## src/core/sfam_pkg.sv

```systemverilog
// Purpose: shared constants and types for the servo fault alarm monitor
// Assumes: 100 MHz clock, AHB-Lite register access
// Notes: alarm codes are the numbers shown on the display
package sfam_pkg;
  localparam logic [7:0] CODE_NONE = 8'h00;
  localparam logic [7:0] CODE_ESTOP = 8'h15;
  localparam logic [7:0] CODE_STALL = 8'h1F;
  localparam logic [7:0] CODE_OVERTEMP = 8'h23;
  localparam logic [7:0] CODE_HOMING = 8'h27;
  localparam logic [7:0] CODE_COLLISION = 8'h28;
  localparam logic [7:0] CODE_ENCODER = 8'h29;
  localparam logic [7:0] CODE_IOFUNC = 8'h2A;
  localparam logic [7:0] CODE_WATCHDOG = 8'h2B;
  // alarm bit positions
  localparam int BIT_ESTOP = 0;
  localparam int BIT_STALL = 1;
  localparam int BIT_OVERTEMP = 2;
  localparam int BIT_HOMING = 3;
  localparam int BIT_COLLISION = 4;
  localparam int BIT_ENCODER = 5;
  localparam int BIT_IOFUNC = 6;
  localparam int BIT_WATCHDOG = 7;
  localparam int NUM_ALARMS = 8;
  // register byte addresses
  localparam logic [7:0] ADDR_CTRL = 8'h00;
  localparam logic [7:0] ADDR_STALL_LIMIT = 8'h04;
  localparam logic [7:0] ADDR_WDOG_LIMIT = 8'h08;
  localparam logic [7:0] ADDR_ALARMS = 8'h0C;
  localparam logic [7:0] ADDR_CODE = 8'h10;
  localparam logic [7:0] ADDR_IRQ_STATUS = 8'h14;
  localparam logic [7:0] ADDR_IRQ_CLEAR = 8'h18;
  localparam logic [7:0] ADDR_IRQ_ENABLE = 8'h1C;
  localparam logic [7:0] ADDR_CLEAR = 8'h20;
  // control register fields
  localparam int CTRL_TORQUE_MODE = 0;
  localparam int CTRL_WDOG_EN = 1;
  localparam int CTRL_HOME_LIMIT = 2;
  localparam int CTRL_HOME_ORIGIN = 3;
  localparam int CTRL_LIMIT_ASSIGNED = 4;
  localparam int CTRL_ORIGIN_ASSIGNED = 5;
  localparam int CTRL_W = 6;
  localparam logic [5:0] CTRL_RESET = 6'h00;
  // write 1 at bit 0 of the clear register requests alarm clear
  localparam int CLEAR_REQ_BIT = 0;
  // timing: limits counted in milliseconds
  localparam int CLK_MHZ = 100;
  localparam int MS_NS = 1000000;
  localparam int CLK_PERIOD_NS = 10;
  localparam int CYCLES_PER_MS = MS_NS / CLK_PERIOD_NS;
  localparam logic [15:0] STALL_LIMIT_RESET = 16'h01F4;
  localparam logic [15:0] WDOG_LIMIT_RESET = 16'h0064;

  typedef struct packed {
    logic overtemp;
    logic stall;
    logic collision;
    logic encoder_fault;
    logic io_misuse;
    logic wdog_message;
    logic estop;
  } sfam_cause_type;

  typedef struct packed {
    logic sel;
    logic write;
    logic [7:0] addr;
  } sfam_bus_req_type;
endpackage : sfam_pkg

```

## src/core/sfam_monitor.sv

```systemverilog
// Purpose: latches drive alarms, applies clearing policy, shows the active code
// Assumes: AHB-Lite single word transfers, causes from same-clock logic,
//   emergency stop from a pin
// Notes: lower code position wins the display when several alarms stand
// How it works
// overtemperature latches code 35 until clear
// stall timed outside torque mode, code 31
// homing input unassigned raises code 39
// current mutation raises collision code 40
// encoder fault code 41 survives clear requests
// non general I/O use raises code 42
// watchdog timeout while enabled, code 43
// host sends message within watchdog timeout
// emergency stop alarm clears on release
// show active code, hold until cleared
`timescale 1ns/100ps
`default_nettype none
module sfam_monitor (
  input wire logic I_CLOCK,
  input wire logic I_RESET_N,
  input wire logic HSEL,
  input wire logic [31:0] HADDR,
  input wire logic [1:0] HTRANS,
  input wire logic HWRITE,
  input wire logic [2:0] HSIZE,
  input wire logic [31:0] HWDATA,
  input wire logic HREADY,
  output logic [31:0] HRDATA,
  output logic HREADYOUT,
  output logic HRESP,
  input wire logic i_overtemp,
  input wire logic i_stalled,
  input wire logic i_current_spike,
  input wire logic i_encoder_fault,
  input wire logic i_io_misuse,
  input wire logic i_wdog_message,
  input wire logic I_ESTOP_PIN,
  output logic [7:0] o_display_code,
  output logic o_alarm_active,
  output logic o_irq
);
  localparam int N = sfam_pkg::NUM_ALARMS;

  sfam_pkg::sfam_bus_req_type req_q;
  sfam_pkg::sfam_cause_type cause;
  logic [sfam_pkg::CTRL_W-1:0] ctrl_q;
  logic [15:0] stall_limit_q;
  logic [15:0] wdog_limit_q;
  logic [N-1:0] alarm_q;
  logic [N-1:0] set_vec;
  logic [N-1:0] irq_status_q;
  logic [N-1:0] irq_enable_q;
  logic [N-1:0] irq_clear;
  logic [7:0] code_q;
  logic [31:0] rdata_q;
  logic clear_req;
  logic wr_en;
  logic stall_expired;
  logic wdog_expired;
  logic estop_level;
  logic homing_bad;
  logic io_misuse_d;
  logic wdog_run;

  function automatic logic [7:0] code_of(input logic [N-1:0] act);
    logic [7:0] c;
    c = sfam_pkg::CODE_NONE;
    if (act[sfam_pkg::BIT_WATCHDOG]) c = sfam_pkg::CODE_WATCHDOG;
    if (act[sfam_pkg::BIT_IOFUNC]) c = sfam_pkg::CODE_IOFUNC;
    if (act[sfam_pkg::BIT_ENCODER]) c = sfam_pkg::CODE_ENCODER;
    if (act[sfam_pkg::BIT_COLLISION]) c = sfam_pkg::CODE_COLLISION;
    if (act[sfam_pkg::BIT_HOMING]) c = sfam_pkg::CODE_HOMING;
    if (act[sfam_pkg::BIT_OVERTEMP]) c = sfam_pkg::CODE_OVERTEMP;
    if (act[sfam_pkg::BIT_STALL]) c = sfam_pkg::CODE_STALL;
    if (act[sfam_pkg::BIT_ESTOP]) c = sfam_pkg::CODE_ESTOP;
    return c;
  endfunction

  // bus slave: zero wait states, always OKAY
  assign HREADYOUT = 1'b1;
  assign HRESP = 1'b0;
  assign HRDATA = rdata_q;

  always_ff @(posedge I_CLOCK) begin
    if (!I_RESET_N) begin
      req_q <= '0;
    end else if (HREADY) begin
      req_q.sel <= HSEL && HTRANS[1];
      req_q.write <= HWRITE;
      req_q.addr <= HADDR[7:0];
    end
  end

  assign wr_en = req_q.sel && req_q.write;
  assign clear_req = wr_en && (req_q.addr == sfam_pkg::ADDR_CLEAR)
                     && HWDATA[sfam_pkg::CLEAR_REQ_BIT];
  assign irq_clear = (wr_en && (req_q.addr == sfam_pkg::ADDR_IRQ_CLEAR))
                     ? HWDATA[N-1:0] : '0;

  always_ff @(posedge I_CLOCK) begin
    if (!I_RESET_N) begin
      ctrl_q <= sfam_pkg::CTRL_RESET;
      stall_limit_q <= sfam_pkg::STALL_LIMIT_RESET;
      wdog_limit_q <= sfam_pkg::WDOG_LIMIT_RESET;
      irq_enable_q <= '0;
    end else if (wr_en) begin
      case (req_q.addr)
        sfam_pkg::ADDR_CTRL: ctrl_q <= HWDATA[sfam_pkg::CTRL_W-1:0];
        sfam_pkg::ADDR_STALL_LIMIT: stall_limit_q <= HWDATA[15:0];
        sfam_pkg::ADDR_WDOG_LIMIT: wdog_limit_q <= HWDATA[15:0];
        sfam_pkg::ADDR_IRQ_ENABLE: irq_enable_q <= HWDATA[N-1:0];
        default: ;
      endcase
    end
  end

  // read data registered in the address phase, valid in the data phase
  always_ff @(posedge I_CLOCK) begin
    if (!I_RESET_N) begin
      rdata_q <= 32'h0000_0000;
    end else if (HREADY && HSEL && HTRANS[1] && !HWRITE) begin
      case (HADDR[7:0])
        sfam_pkg::ADDR_CTRL: rdata_q <= {26'h000_0000, ctrl_q};
        sfam_pkg::ADDR_STALL_LIMIT: rdata_q <= {16'h0000, stall_limit_q};
        sfam_pkg::ADDR_WDOG_LIMIT: rdata_q <= {16'h0000, wdog_limit_q};
        sfam_pkg::ADDR_ALARMS: rdata_q <= {24'h00_0000, alarm_q};
        sfam_pkg::ADDR_CODE: rdata_q <= {24'h00_0000, code_q};
        sfam_pkg::ADDR_IRQ_STATUS: rdata_q <= {24'h00_0000, irq_status_q};
        sfam_pkg::ADDR_IRQ_ENABLE: rdata_q <= {24'h00_0000, irq_enable_q};
        default: rdata_q <= 32'h0000_0000;
      endcase
    end
  end

  sfam_sync u_estop_sync (
    .i_clk(I_CLOCK),
    .i_reset_n(I_RESET_N),
    .i_pin(I_ESTOP_PIN),
    .o_level(estop_level)
  );

  assign cause.overtemp = i_overtemp;
  assign cause.stall = i_stalled;
  assign cause.collision = i_current_spike;
  assign cause.encoder_fault = i_encoder_fault;
  assign cause.io_misuse = i_io_misuse;
  assign cause.wdog_message = i_wdog_message;
  assign cause.estop = estop_level;

  // stall timer off in torque mode
  sfam_ms_timer #(
    .CYCLES_PER_MS(sfam_pkg::CYCLES_PER_MS)
  ) u_stall_timer (
    .i_clk(I_CLOCK),
    .i_reset_n(I_RESET_N),
    .i_run(cause.stall && !ctrl_q[sfam_pkg::CTRL_TORQUE_MODE]),
    .i_limit_ms(stall_limit_q),
    .o_expired(stall_expired)
  );

  // watchdog restarts on each message
  assign wdog_run = ctrl_q[sfam_pkg::CTRL_WDOG_EN] && !cause.wdog_message;
  sfam_ms_timer #(
    .CYCLES_PER_MS(sfam_pkg::CYCLES_PER_MS)
  ) u_wdog_timer (
    .i_clk(I_CLOCK),
    .i_reset_n(I_RESET_N),
    .i_run(wdog_run),
    .i_limit_ms(wdog_limit_q),
    .o_expired(wdog_expired)
  );

  // homing method needs an assigned input
  assign homing_bad =
    (ctrl_q[sfam_pkg::CTRL_HOME_LIMIT] && !ctrl_q[sfam_pkg::CTRL_LIMIT_ASSIGNED]) ||
    (ctrl_q[sfam_pkg::CTRL_HOME_ORIGIN] && !ctrl_q[sfam_pkg::CTRL_ORIGIN_ASSIGNED]);

  // misuse reported by program engine
  assign io_misuse_d = cause.io_misuse;

  always_comb begin
    set_vec = '0;
    // overtemp sets alarm
    set_vec[sfam_pkg::BIT_OVERTEMP] = cause.overtemp;
    set_vec[sfam_pkg::BIT_STALL] = stall_expired;
    set_vec[sfam_pkg::BIT_HOMING] = homing_bad;
    // current mutation sets collision
    set_vec[sfam_pkg::BIT_COLLISION] = cause.collision;
    set_vec[sfam_pkg::BIT_ENCODER] = cause.encoder_fault;
    set_vec[sfam_pkg::BIT_IOFUNC] = io_misuse_d;
    set_vec[sfam_pkg::BIT_WATCHDOG] = wdog_expired;
    set_vec[sfam_pkg::BIT_ESTOP] = cause.estop;
  end

  // alarms held, set beats clear
  always_ff @(posedge I_CLOCK) begin
    if (!I_RESET_N) begin
      alarm_q <= '0;
    end else begin
      for (int i = 0; i < N; i++) begin
        if (i == sfam_pkg::BIT_ESTOP) begin
          // follows the released input
          alarm_q[i] <= set_vec[i];
        end else if (i == sfam_pkg::BIT_ENCODER) begin
          // only power-on reset clears
          alarm_q[i] <= alarm_q[i] || set_vec[i];
        end else if (set_vec[i]) begin
          alarm_q[i] <= 1'b1;
        end else if (clear_req) begin
          alarm_q[i] <= 1'b0;
        end
      end
    end
  end

  // interrupt status: rising alarm sets, set wins over clear
  always_ff @(posedge I_CLOCK) begin
    if (!I_RESET_N) begin
      irq_status_q <= '0;
    end else begin
      irq_status_q <= (irq_status_q & ~irq_clear) | (set_vec & ~alarm_q);
    end
  end

  // display register
  always_ff @(posedge I_CLOCK) begin
    if (!I_RESET_N) begin
      code_q <= sfam_pkg::CODE_NONE;
    end else begin
      code_q <= code_of(alarm_q);
    end
  end

  assign o_display_code = code_q;
  assign o_alarm_active = (code_q != sfam_pkg::CODE_NONE);
  assign o_irq = |(irq_status_q & irq_enable_q);
endmodule : sfam_monitor
`default_nettype wire

```

## src/core/sfam_ms_timer.sv

```systemverilog
// Purpose: millisecond duration timer, restarts when its run input drops
// Assumes: same clock domain inputs
// Notes: flags once the elapsed time exceeds the limit
`timescale 1ns/100ps
`default_nettype none
module sfam_ms_timer #(
  parameter int CYCLES_PER_MS = 100000
) (
  input wire logic i_clk,
  input wire logic i_reset_n,
  input wire logic i_run,
  input wire logic [15:0] i_limit_ms,
  output logic o_expired
);
  logic [16:0] pre_q;
  logic [15:0] ms_q;

  always_ff @(posedge i_clk) begin
    if (!i_reset_n || !i_run) begin
      pre_q <= 17'h0_0000;
      ms_q <= 16'h0000;
    end else if (pre_q == 17'(CYCLES_PER_MS - 1)) begin
      pre_q <= 17'h0_0000;
      // saturate so a long stall never wraps back to zero
      if (ms_q != 16'hFFFF) begin
        ms_q <= ms_q + 16'h0001;
      end
    end else begin
      pre_q <= pre_q + 17'h0_0001;
    end
  end

  assign o_expired = i_run && (ms_q > i_limit_ms);
endmodule : sfam_ms_timer
`default_nettype wire

```

## src/core/sfam_sync.sv

```systemverilog
// Purpose: three-stage synchroniser for pin inputs
// Assumes: asynchronous input level
// Notes: output changes only when stages two and three agree
`timescale 1ns/100ps
`default_nettype none
module sfam_sync (
  input wire logic i_clk,
  input wire logic i_reset_n,
  input wire logic i_pin,
  output logic o_level
);
  logic s1_q;
  logic s2_q;
  logic s3_q;

  always_ff @(posedge i_clk) begin
    if (!i_reset_n) begin
      s1_q <= 1'b0;
      s2_q <= 1'b0;
      s3_q <= 1'b0;
      o_level <= 1'b0;
    end else begin
      s1_q <= i_pin;
      s2_q <= s1_q;
      s3_q <= s2_q;
      if (s2_q == s3_q) begin
        o_level <= s3_q;
      end
    end
  end
endmodule : sfam_sync
`default_nettype wire

```

## config.mk

```make
export PLATFORM = sky130hd
export DESIGN_NAME = sfam_monitor
export DESIGN_NICKNAME = d
export VERILOG_FILES = /design/src/core/sfam_pkg.sv /design/src/core/sfam_monitor.sv /design/src/core/sfam_ms_timer.sv /design/src/core/sfam_sync.sv
export SDC_FILE = /design/constraint.sdc
export NUM_CORES = 1
export LEC_CHECK = 0
export BUFFER_PORTS_ARGS = -buffer_cell sky130_fd_sc_hd__buf_2
export CAP_MARGIN = 20
export CORE_MARGIN = 10
export CORE_UTILIZATION = 30
export CTS_BUF_LIST = sky130_fd_sc_hd__clkbuf_2
export CTS_CLUSTER_SIZE = 8
export DETAILED_ROUTE_END_ITERATION = 8
export SYNTH_ARGS = -nofsm -noshare
export SYNTH_HDL_FRONTEND = slang
export SYNTH_SLANG_ARGS = --single-unit
```

## constraint.sdc

```tcl
create_clock -name I_CLOCK -period 2 [get_ports I_CLOCK]
set_input_delay 0.2 -clock I_CLOCK [delete_from_list [all_inputs] [get_ports I_CLOCK]]
set_output_delay 0.2 -clock I_CLOCK [all_outputs]
set_load 0.005 [all_outputs]
```

# Word level (Yosys, flattened, before mapping)

Cells that the tools add are included.
W data, S select, Z words.

Flip-flop bits (word level): 182
Latch bits: 0
RAM bits: 0
ROM bits: 0
Input bits: 81
Output and inout port bits: 44
Word-level logic and storage cells: 121
Memories kept: 0

Add/sub/neg operators: 4
Multiply operators: 0
Divide/modulo/power cells: 0
Order comparisons: 2
Equal/unequal tests: 16
Shift operators: 0
Multiplexer cells: 17
Bitwise operators: 7
Reductions and logical operators: 47

Operators by type and width:

| operator                | number |
|---|---|
| $pmux W16 S7            | 1 |
| $eq A8 B5 Y1 const B    | 5 |
| $mux W6                 | 6 |
| $add A17 B1 Y17 const B | 2 |
| $eq A17 B17 Y1 const B  | 2 |
| $add A16 B1 Y16 const B | 2 |
| $gt A16 B16 Y1          | 2 |
| $ne A16 B16 Y1 const B  | 2 |
| $and A8 B8 Y8           | 3 |
| $eq A8 B4 Y1 const B    | 3 |
| $eq A8 B3 Y1 const B    | 2 |
| $logic_not A8 Y1        | 2 |
| $not A8 Y8              | 2 |
| $reduce_or A8 Y1        | 2 |
| $logic_and A1 B1 Y1     | 14 |
| $reduce_and A2 Y1       | 6 |
| $reduce_bool A2 Y1      | 6 |
| $mux W5                 | 2 |
| $eq A8 B6 Y1 const B    | 1 |
| $logic_not A1 Y1        | 8 |
| $mux W8                 | 1 |
| $or A8 B8 Y8            | 1 |
| $reduce_bool A8 Y1      | 1 |
| $mux W1                 | 7 |
| 5 further kinds         | 10 |

# Logic depth before layout (Yosys ltp)

Depth after elaboration: 8
Gate-level depth with buffers: 8
Mapped depth without buffers: 7

# Cells and area by module

From an unflattened synthesis, not the netlist that was laid out.

Cell total of the unflattened synthesis: 967
Area, all modules: 8,336.7 um^2

By module, submodules not included:

| module        | times used | cells each | area each (um^2) | seq. area each (um^2) |
|---|---|---|---|---|
| sfam_monitor  | 1          | 491        | 4,249.1          | 1,881.8 |
| sfam_ms_timer | 2          | 233        | 1,985.7          | 660.6 |
| sfam_sync     | 1          | 10         | 116.4            | 80.1 |

# Worst setup path before layout

Ideal clock, no wire load.

Kind: register -> register
From: register u_stall_timer.pre_q[3]
To: register u_stall_timer.ms_q[10]
Library setup time: 0.132 ns
Arrival: 1.878 ns
Required time: 1.868 ns
Path slack: -0.010 ns
Cell stages (with the launch flop): 8
Buffers on the path: 2
Period minus slack after synthesis: 2.010 ns
Cells stage by stage: dfxtp_1 nand2_1 or4_4 or2_0 clkbuf_1 clkbuf_1 o41ai_1 a21oi_1

Longest elaborated chain between the ends: 2

RTL lines:

| element                            | line                | RTL |
|---|---|---|
| start: declaration                 | sfam_ms_timer.sv:15 | `logic [16:0] pre_q;` |
| start signal: assignment           | sfam_ms_timer.sv:29 | `pre_q <= pre_q + 17'h0_0001;` |
| $eq A17 B17 Y1                     | sfam_ms_timer.sv:22 | `end else if (pre_q == 17'(CYCLES_PER_MS - 1)) begin` |
| $reduce_and A2 Y1 (no source line) | n/a                 |  |
| end signal: assignment             | sfam_ms_timer.sv:26 | `ms_q <= ms_q + 16'h0001;` |
| end: declaration                   | sfam_ms_timer.sv:16 | `logic [15:0] ms_q;` |

No other way between the ends.
A chain may end at the register's enable or synchronous reset.

# Worst setup path in the final report

From: register stall_limit_q[14]
To: register irq_status_q[1]

Longest elaborated chain between the ends: 4

RTL lines:

| element                  | line                | RTL |
|---|---|---|
| start: declaration       | sfam_monitor.sv:47  | `logic [15:0] stall_limit_q;` |
| start signal: assignment | sfam_monitor.sv:103 | `stall_limit_q <= sfam_pkg::STALL_LIMIT_RESET;` |
| start signal: assignment | sfam_monitor.sv:109 | `sfam_pkg::ADDR_STALL_LIMIT: stall_limit_q <= HWDATA[15:0];` |
| $gt A16 B16 Y1           | sfam_ms_timer.sv:33 | `assign o_expired = i_run && (ms_q > i_limit_ms);` |
| $logic_and A1 B1 Y1      | sfam_ms_timer.sv:33 |  |
| $and A8 B8 Y8            | sfam_monitor.sv:221 | `irq_status_q <= (irq_status_q & ~irq_clear) \| (set_vec & ~alarm_q);` |
| $or A8 B8 Y8             | sfam_monitor.sv:221 |  |
| end signal: assignment   | sfam_monitor.sv:221 |  |
| end: declaration         | sfam_monitor.sv:51  | `logic [N-1:0] irq_status_q;` |

No other way between the ends.

==> results_dict.tcl <==
set metrics [dict create \
    reg2reg_to "irq_status_q[1]" \
    cts_tree "yes" \
    final.hold.worst_slack_ns 0.176 \
    synth_edf_count 0 \
    path_class "flop to flop" \
    syn2layout_area_growth_pct 27.4 \
    synth-adder-area-share 0.0550 \
    p_int_mw 4.48 \
    min_from "HADDR[4]" \
    p_per_area_nw_per_um2 568 \
    synth-simple-area-share 0.236 \
    viasPerCell 4.93 \
    synth_seq_cells 164 \
    p_seq_frac 0.565 \
    utilization 0.388 \
    endpoint "irq_status_q[1]" \
    setup_tns_ns 0 \
    yosysWarnings 0 \
    synth_mux_area_frac 0.0565 \
    p_leak_nw 3.98 \
    drive_gt1_frac 0.229 \
    synth_ff_type "dfxtp_1" \
    grt_pass1_vias 7056 \
    busiest_layer "met2" \
    port_buffers 60 \
    clkPwrFrac 0.364 \
    min_path_type "input pin to flop" \
    cp.arrival_ns 2.59 \
    cp_slowest_cell "or4_4" \
    met1_usage 0.178 \
    synth_top_family_by_area "simple AND/OR/NAND/NOR gates" \
    peakVddDrop_mv 0.452 \
    ys_seq_area_frac 0.401 \
    finalWirelength_um 22200 \
    clk_latency_ns 0.72 \
    slew_viol_final 0 \
    finClkSkew_ns 0.0345 \
    grt.met2_usage 0.203 \
    p_switching_mw 1.45 \
    synthXorXnorAreaFrac 0.0321 \
    fp.dieW_um 185 \
    ff_latch_area_um2 3330 \
    cap_violations 0 \
    crit_path_start "stall_limit_q[14]" \
    worstPathRequired_ns 2.63 \
    initial_core_util 0.305 \
    dieHeight_um 185 \
    htreeDepth 4 \
    clockRootBuffer "clkbuf_2" \
    crit_chain "inv_2 > ha_4 > nand4_1 > or4_4 > o21a_1 > o31a_1 > a32o_1" \
    syn_avg_cell_area_um2 8.62 \
    post-route-min-period_ns 1.96 \
    critPathCaptureType "flop" \
    worstReg2RegStart "stall_limit_q[14]" \
    cp_top_family "simple AND/OR/NAND/NOR gates" \
    drtAntennaViolNets 0 \
    cts.clk_slew.worst_paths_ns 0.24 \
    worst-r2r-setup-slack_ns 0.04 \
    cts_buffer_depth 2 \
    setup_viol 0 \
    wl_per_cell_um 15.0 \
    globalRouteMet3Util 0.0227 \
    grt_usage 0.130 \
    overflow 0 \
    power.share.combinational 0.071 \
    crit_buf_inv 1 \
    synth_area_um2 8190 \
    fp-row-count 60 \
    synthCells 950 \
    drt_iter0_drc 369 \
    grt_pass1_wl_um 36000 \
    synth_compound_area_frac 0.162 \
    layout_commonest_cell "dfxtp_1" \
    numCtsBuffers 17 \
    dieArea_um2 34300 \
    netSwitchingFraction 0.245 \
    rsz0062_at_grt "yes" \
    final.period_utilization 0.982 \
    async_flop_share 0 \
    slowest_delay_ns 0.51 \
    clkSinkCount 164 \
    rr_worst_depth 7 \
    io_pins 125 \
    core-area_um2 26900 \
    globalplace.congestion 0.820 \
    final_cell_mix "dfxtp_1 (131), nand2_1 (127), buf_4 (84)" \
    fill_cells 2712 \
    cp.depth 7 \
    crit_fanout 3 \
    holdPathStages 4 \
    yosysUniqueCellTypes 60 \
    finalHoldViolations 0 \
    num_vias 7300 \
    hpwl_um 16500 \
    fmaxAchievable_mhz 509 \
    status "completed" \
    multi_input_area_um2 4700 \
    drt-pass1-iter-count 5 \
    startpoint_type "flop" \
    route.detailed.drc 0 \
    finalNetCount 1243 \
    antenna_found_initial 1 \
    grt_max_degree 51 \
]
## area by class of cell
type,instances,area share
multi-input combinational,703,0.451
sequential,164,0.319
timing repair buffer,196,0.144
tap,341,0.0409
clock inverter,13,0.0197
inverter,44,0.0158
clock buffer,19,0.00912
antenna,1,0.000240
## registers in the layout, indices dropped and copies added (netlist names)
name,cells
o_display_code,6
stall_limit_q,16
u_wdog_timer.pre_q,17
req_q,10
u_wdog_timer.ms_q,16
u_estop_sync.s2_q,1
irq_enable_q,8
ctrl_q,6
u_estop_sync.o_level,1
u_stall_timer.pre_q,17
wdog_limit_q,16
u_stall_timer.ms_q,16
HRDATA,16
u_estop_sync.s1_q,1
irq_status_q,8
alarm_q,8
u_estop_sync.s3_q,1
## cells by family (layout without fill, tap and decap cells)
| family | count (synthesis) | count (layout) |
|---|---|---|
| flip-flops | 164 | 164 |
| AND/OR/NAND/NOR | 380 | 380 |
| XOR/XNOR | 30 | 30 |
| other | 2 | 21 |
| multiplexers | 40 | 40 |
| buffers and inverters | 101 | 272 |
| adder cells (fa/ha/maj) | 36 | 36 |
| AO/OA/AOI/OAI | 197 | 197 |
## how the worst min path moves through the flow
stage,to
2_1_floorplan,alarm_q[5]
3_3_place_gp,alarm_q[5]
3_5_place_dp,u_estop_sync.s1_q
4_1_cts,req_q[4]
5_1_grt,req_q[4]
6_report,req_q[4]
## power groups by stage
| stage | sequential [mW] | clock [mW] | combinational [mW] |
|---|---|---|---|
| 6_report | 3.35 | 2.16 | 0.418 |
| 5_1_grt | 3.36 | 2.39 | 0.455 |
| 4_1_cts | 3.35 | 2.25 | 0.411 |
| 3_5_place_dp | 3.41 | 0 | 0.335 |
| 3_3_place_gp | 3.41 | 0 | 0.333 |
| 2_1_floorplan | 3.40 | 0 | 0.216 |
## per-layer routing
| layer | share of wire | vias up |
|---|---|---|
| met5 | 0 | - |
| met3 | 0.042 | 17 |
| met4 | 0.014 | 0 |
| met1 | 0.50 | 3464 |
| met2 | 0.45 | 136 |
| li1 | - | 3683 |
## cells in the mapped netlist (3+ instances only)
library cell,instances,share of area
dfxtp_1,164,0.40
nand2_1,128,0.059
nor2_1,62,0.028
a21oi_1,44,0.027
inv_1,44,0.020
nor2b_1,42,0.032
a21boi_0,37,0.034
ha_1,36,0.055
nand3_1,36,0.022
mux2i_1,35,0.043
o21ai_0,34,0.021
clkbuf_1,28,0.013
buf_4,20,0.018
nand4_1,19,0.015
o211ai_1,17,0.016
xor2_1,16,0.017
a22oi_1,15,0.014
and3_1,15,0.011
xnor2_1,14,0.015
or4_1,12,0.011
and2_1,11,0.0084
nand2b_1,10,0.0076
o31ai_1,10,0.0092
or3_1,9,0.0069
and4_1,8,0.0086
o21a_1,8,0.0073
a31o_2,5,0.0053
buf_2,5,0.0031
mux4_2,5,0.014
nor3_1,5,0.0031
buf_1,4,0.0018
a211oi_1,3,0.0028
nor4_1,3,0.0023
o2111ai_1,3,0.0032
## what timing repair did
action | 4_1_cts | 5_1_grt
cloned | 0 | 0
hold buffers | 45 | 0
setup buffers | 1 | 4
hold endpoints to repair | 119 | 0
resized for setup | 23 | 48
endpoints found under the setup margin | 11 | 45
pin swaps | 7 | 17
## per-stage QoR
step / total power [mW] / cells / instance area, um^2 / setup WS (ns)
3_3_place_gp: 3.74 / 1399 / 9400 / -0.0253
4_1_cts: 6.01 / 1477 / 10200 / 0.000916
5_1_grt: 6.21 / 1481 / 10400 / -0.0486
2_1_floorplan: 3.61 / 968 / 8260 / 0.00454
3_5_place_dp: 3.75 / 1399 / 9400 / -0.0248
6_report: 5.93 / 1481 / 10400 / 0.0365
## worst min-delay path, stage by stage
cell and delay [ns]:
buf_2 0.24, buf_4 0.23, mux2i_1 0.13, nor2b_1 0.05
(Power assumes the default switching activity.)
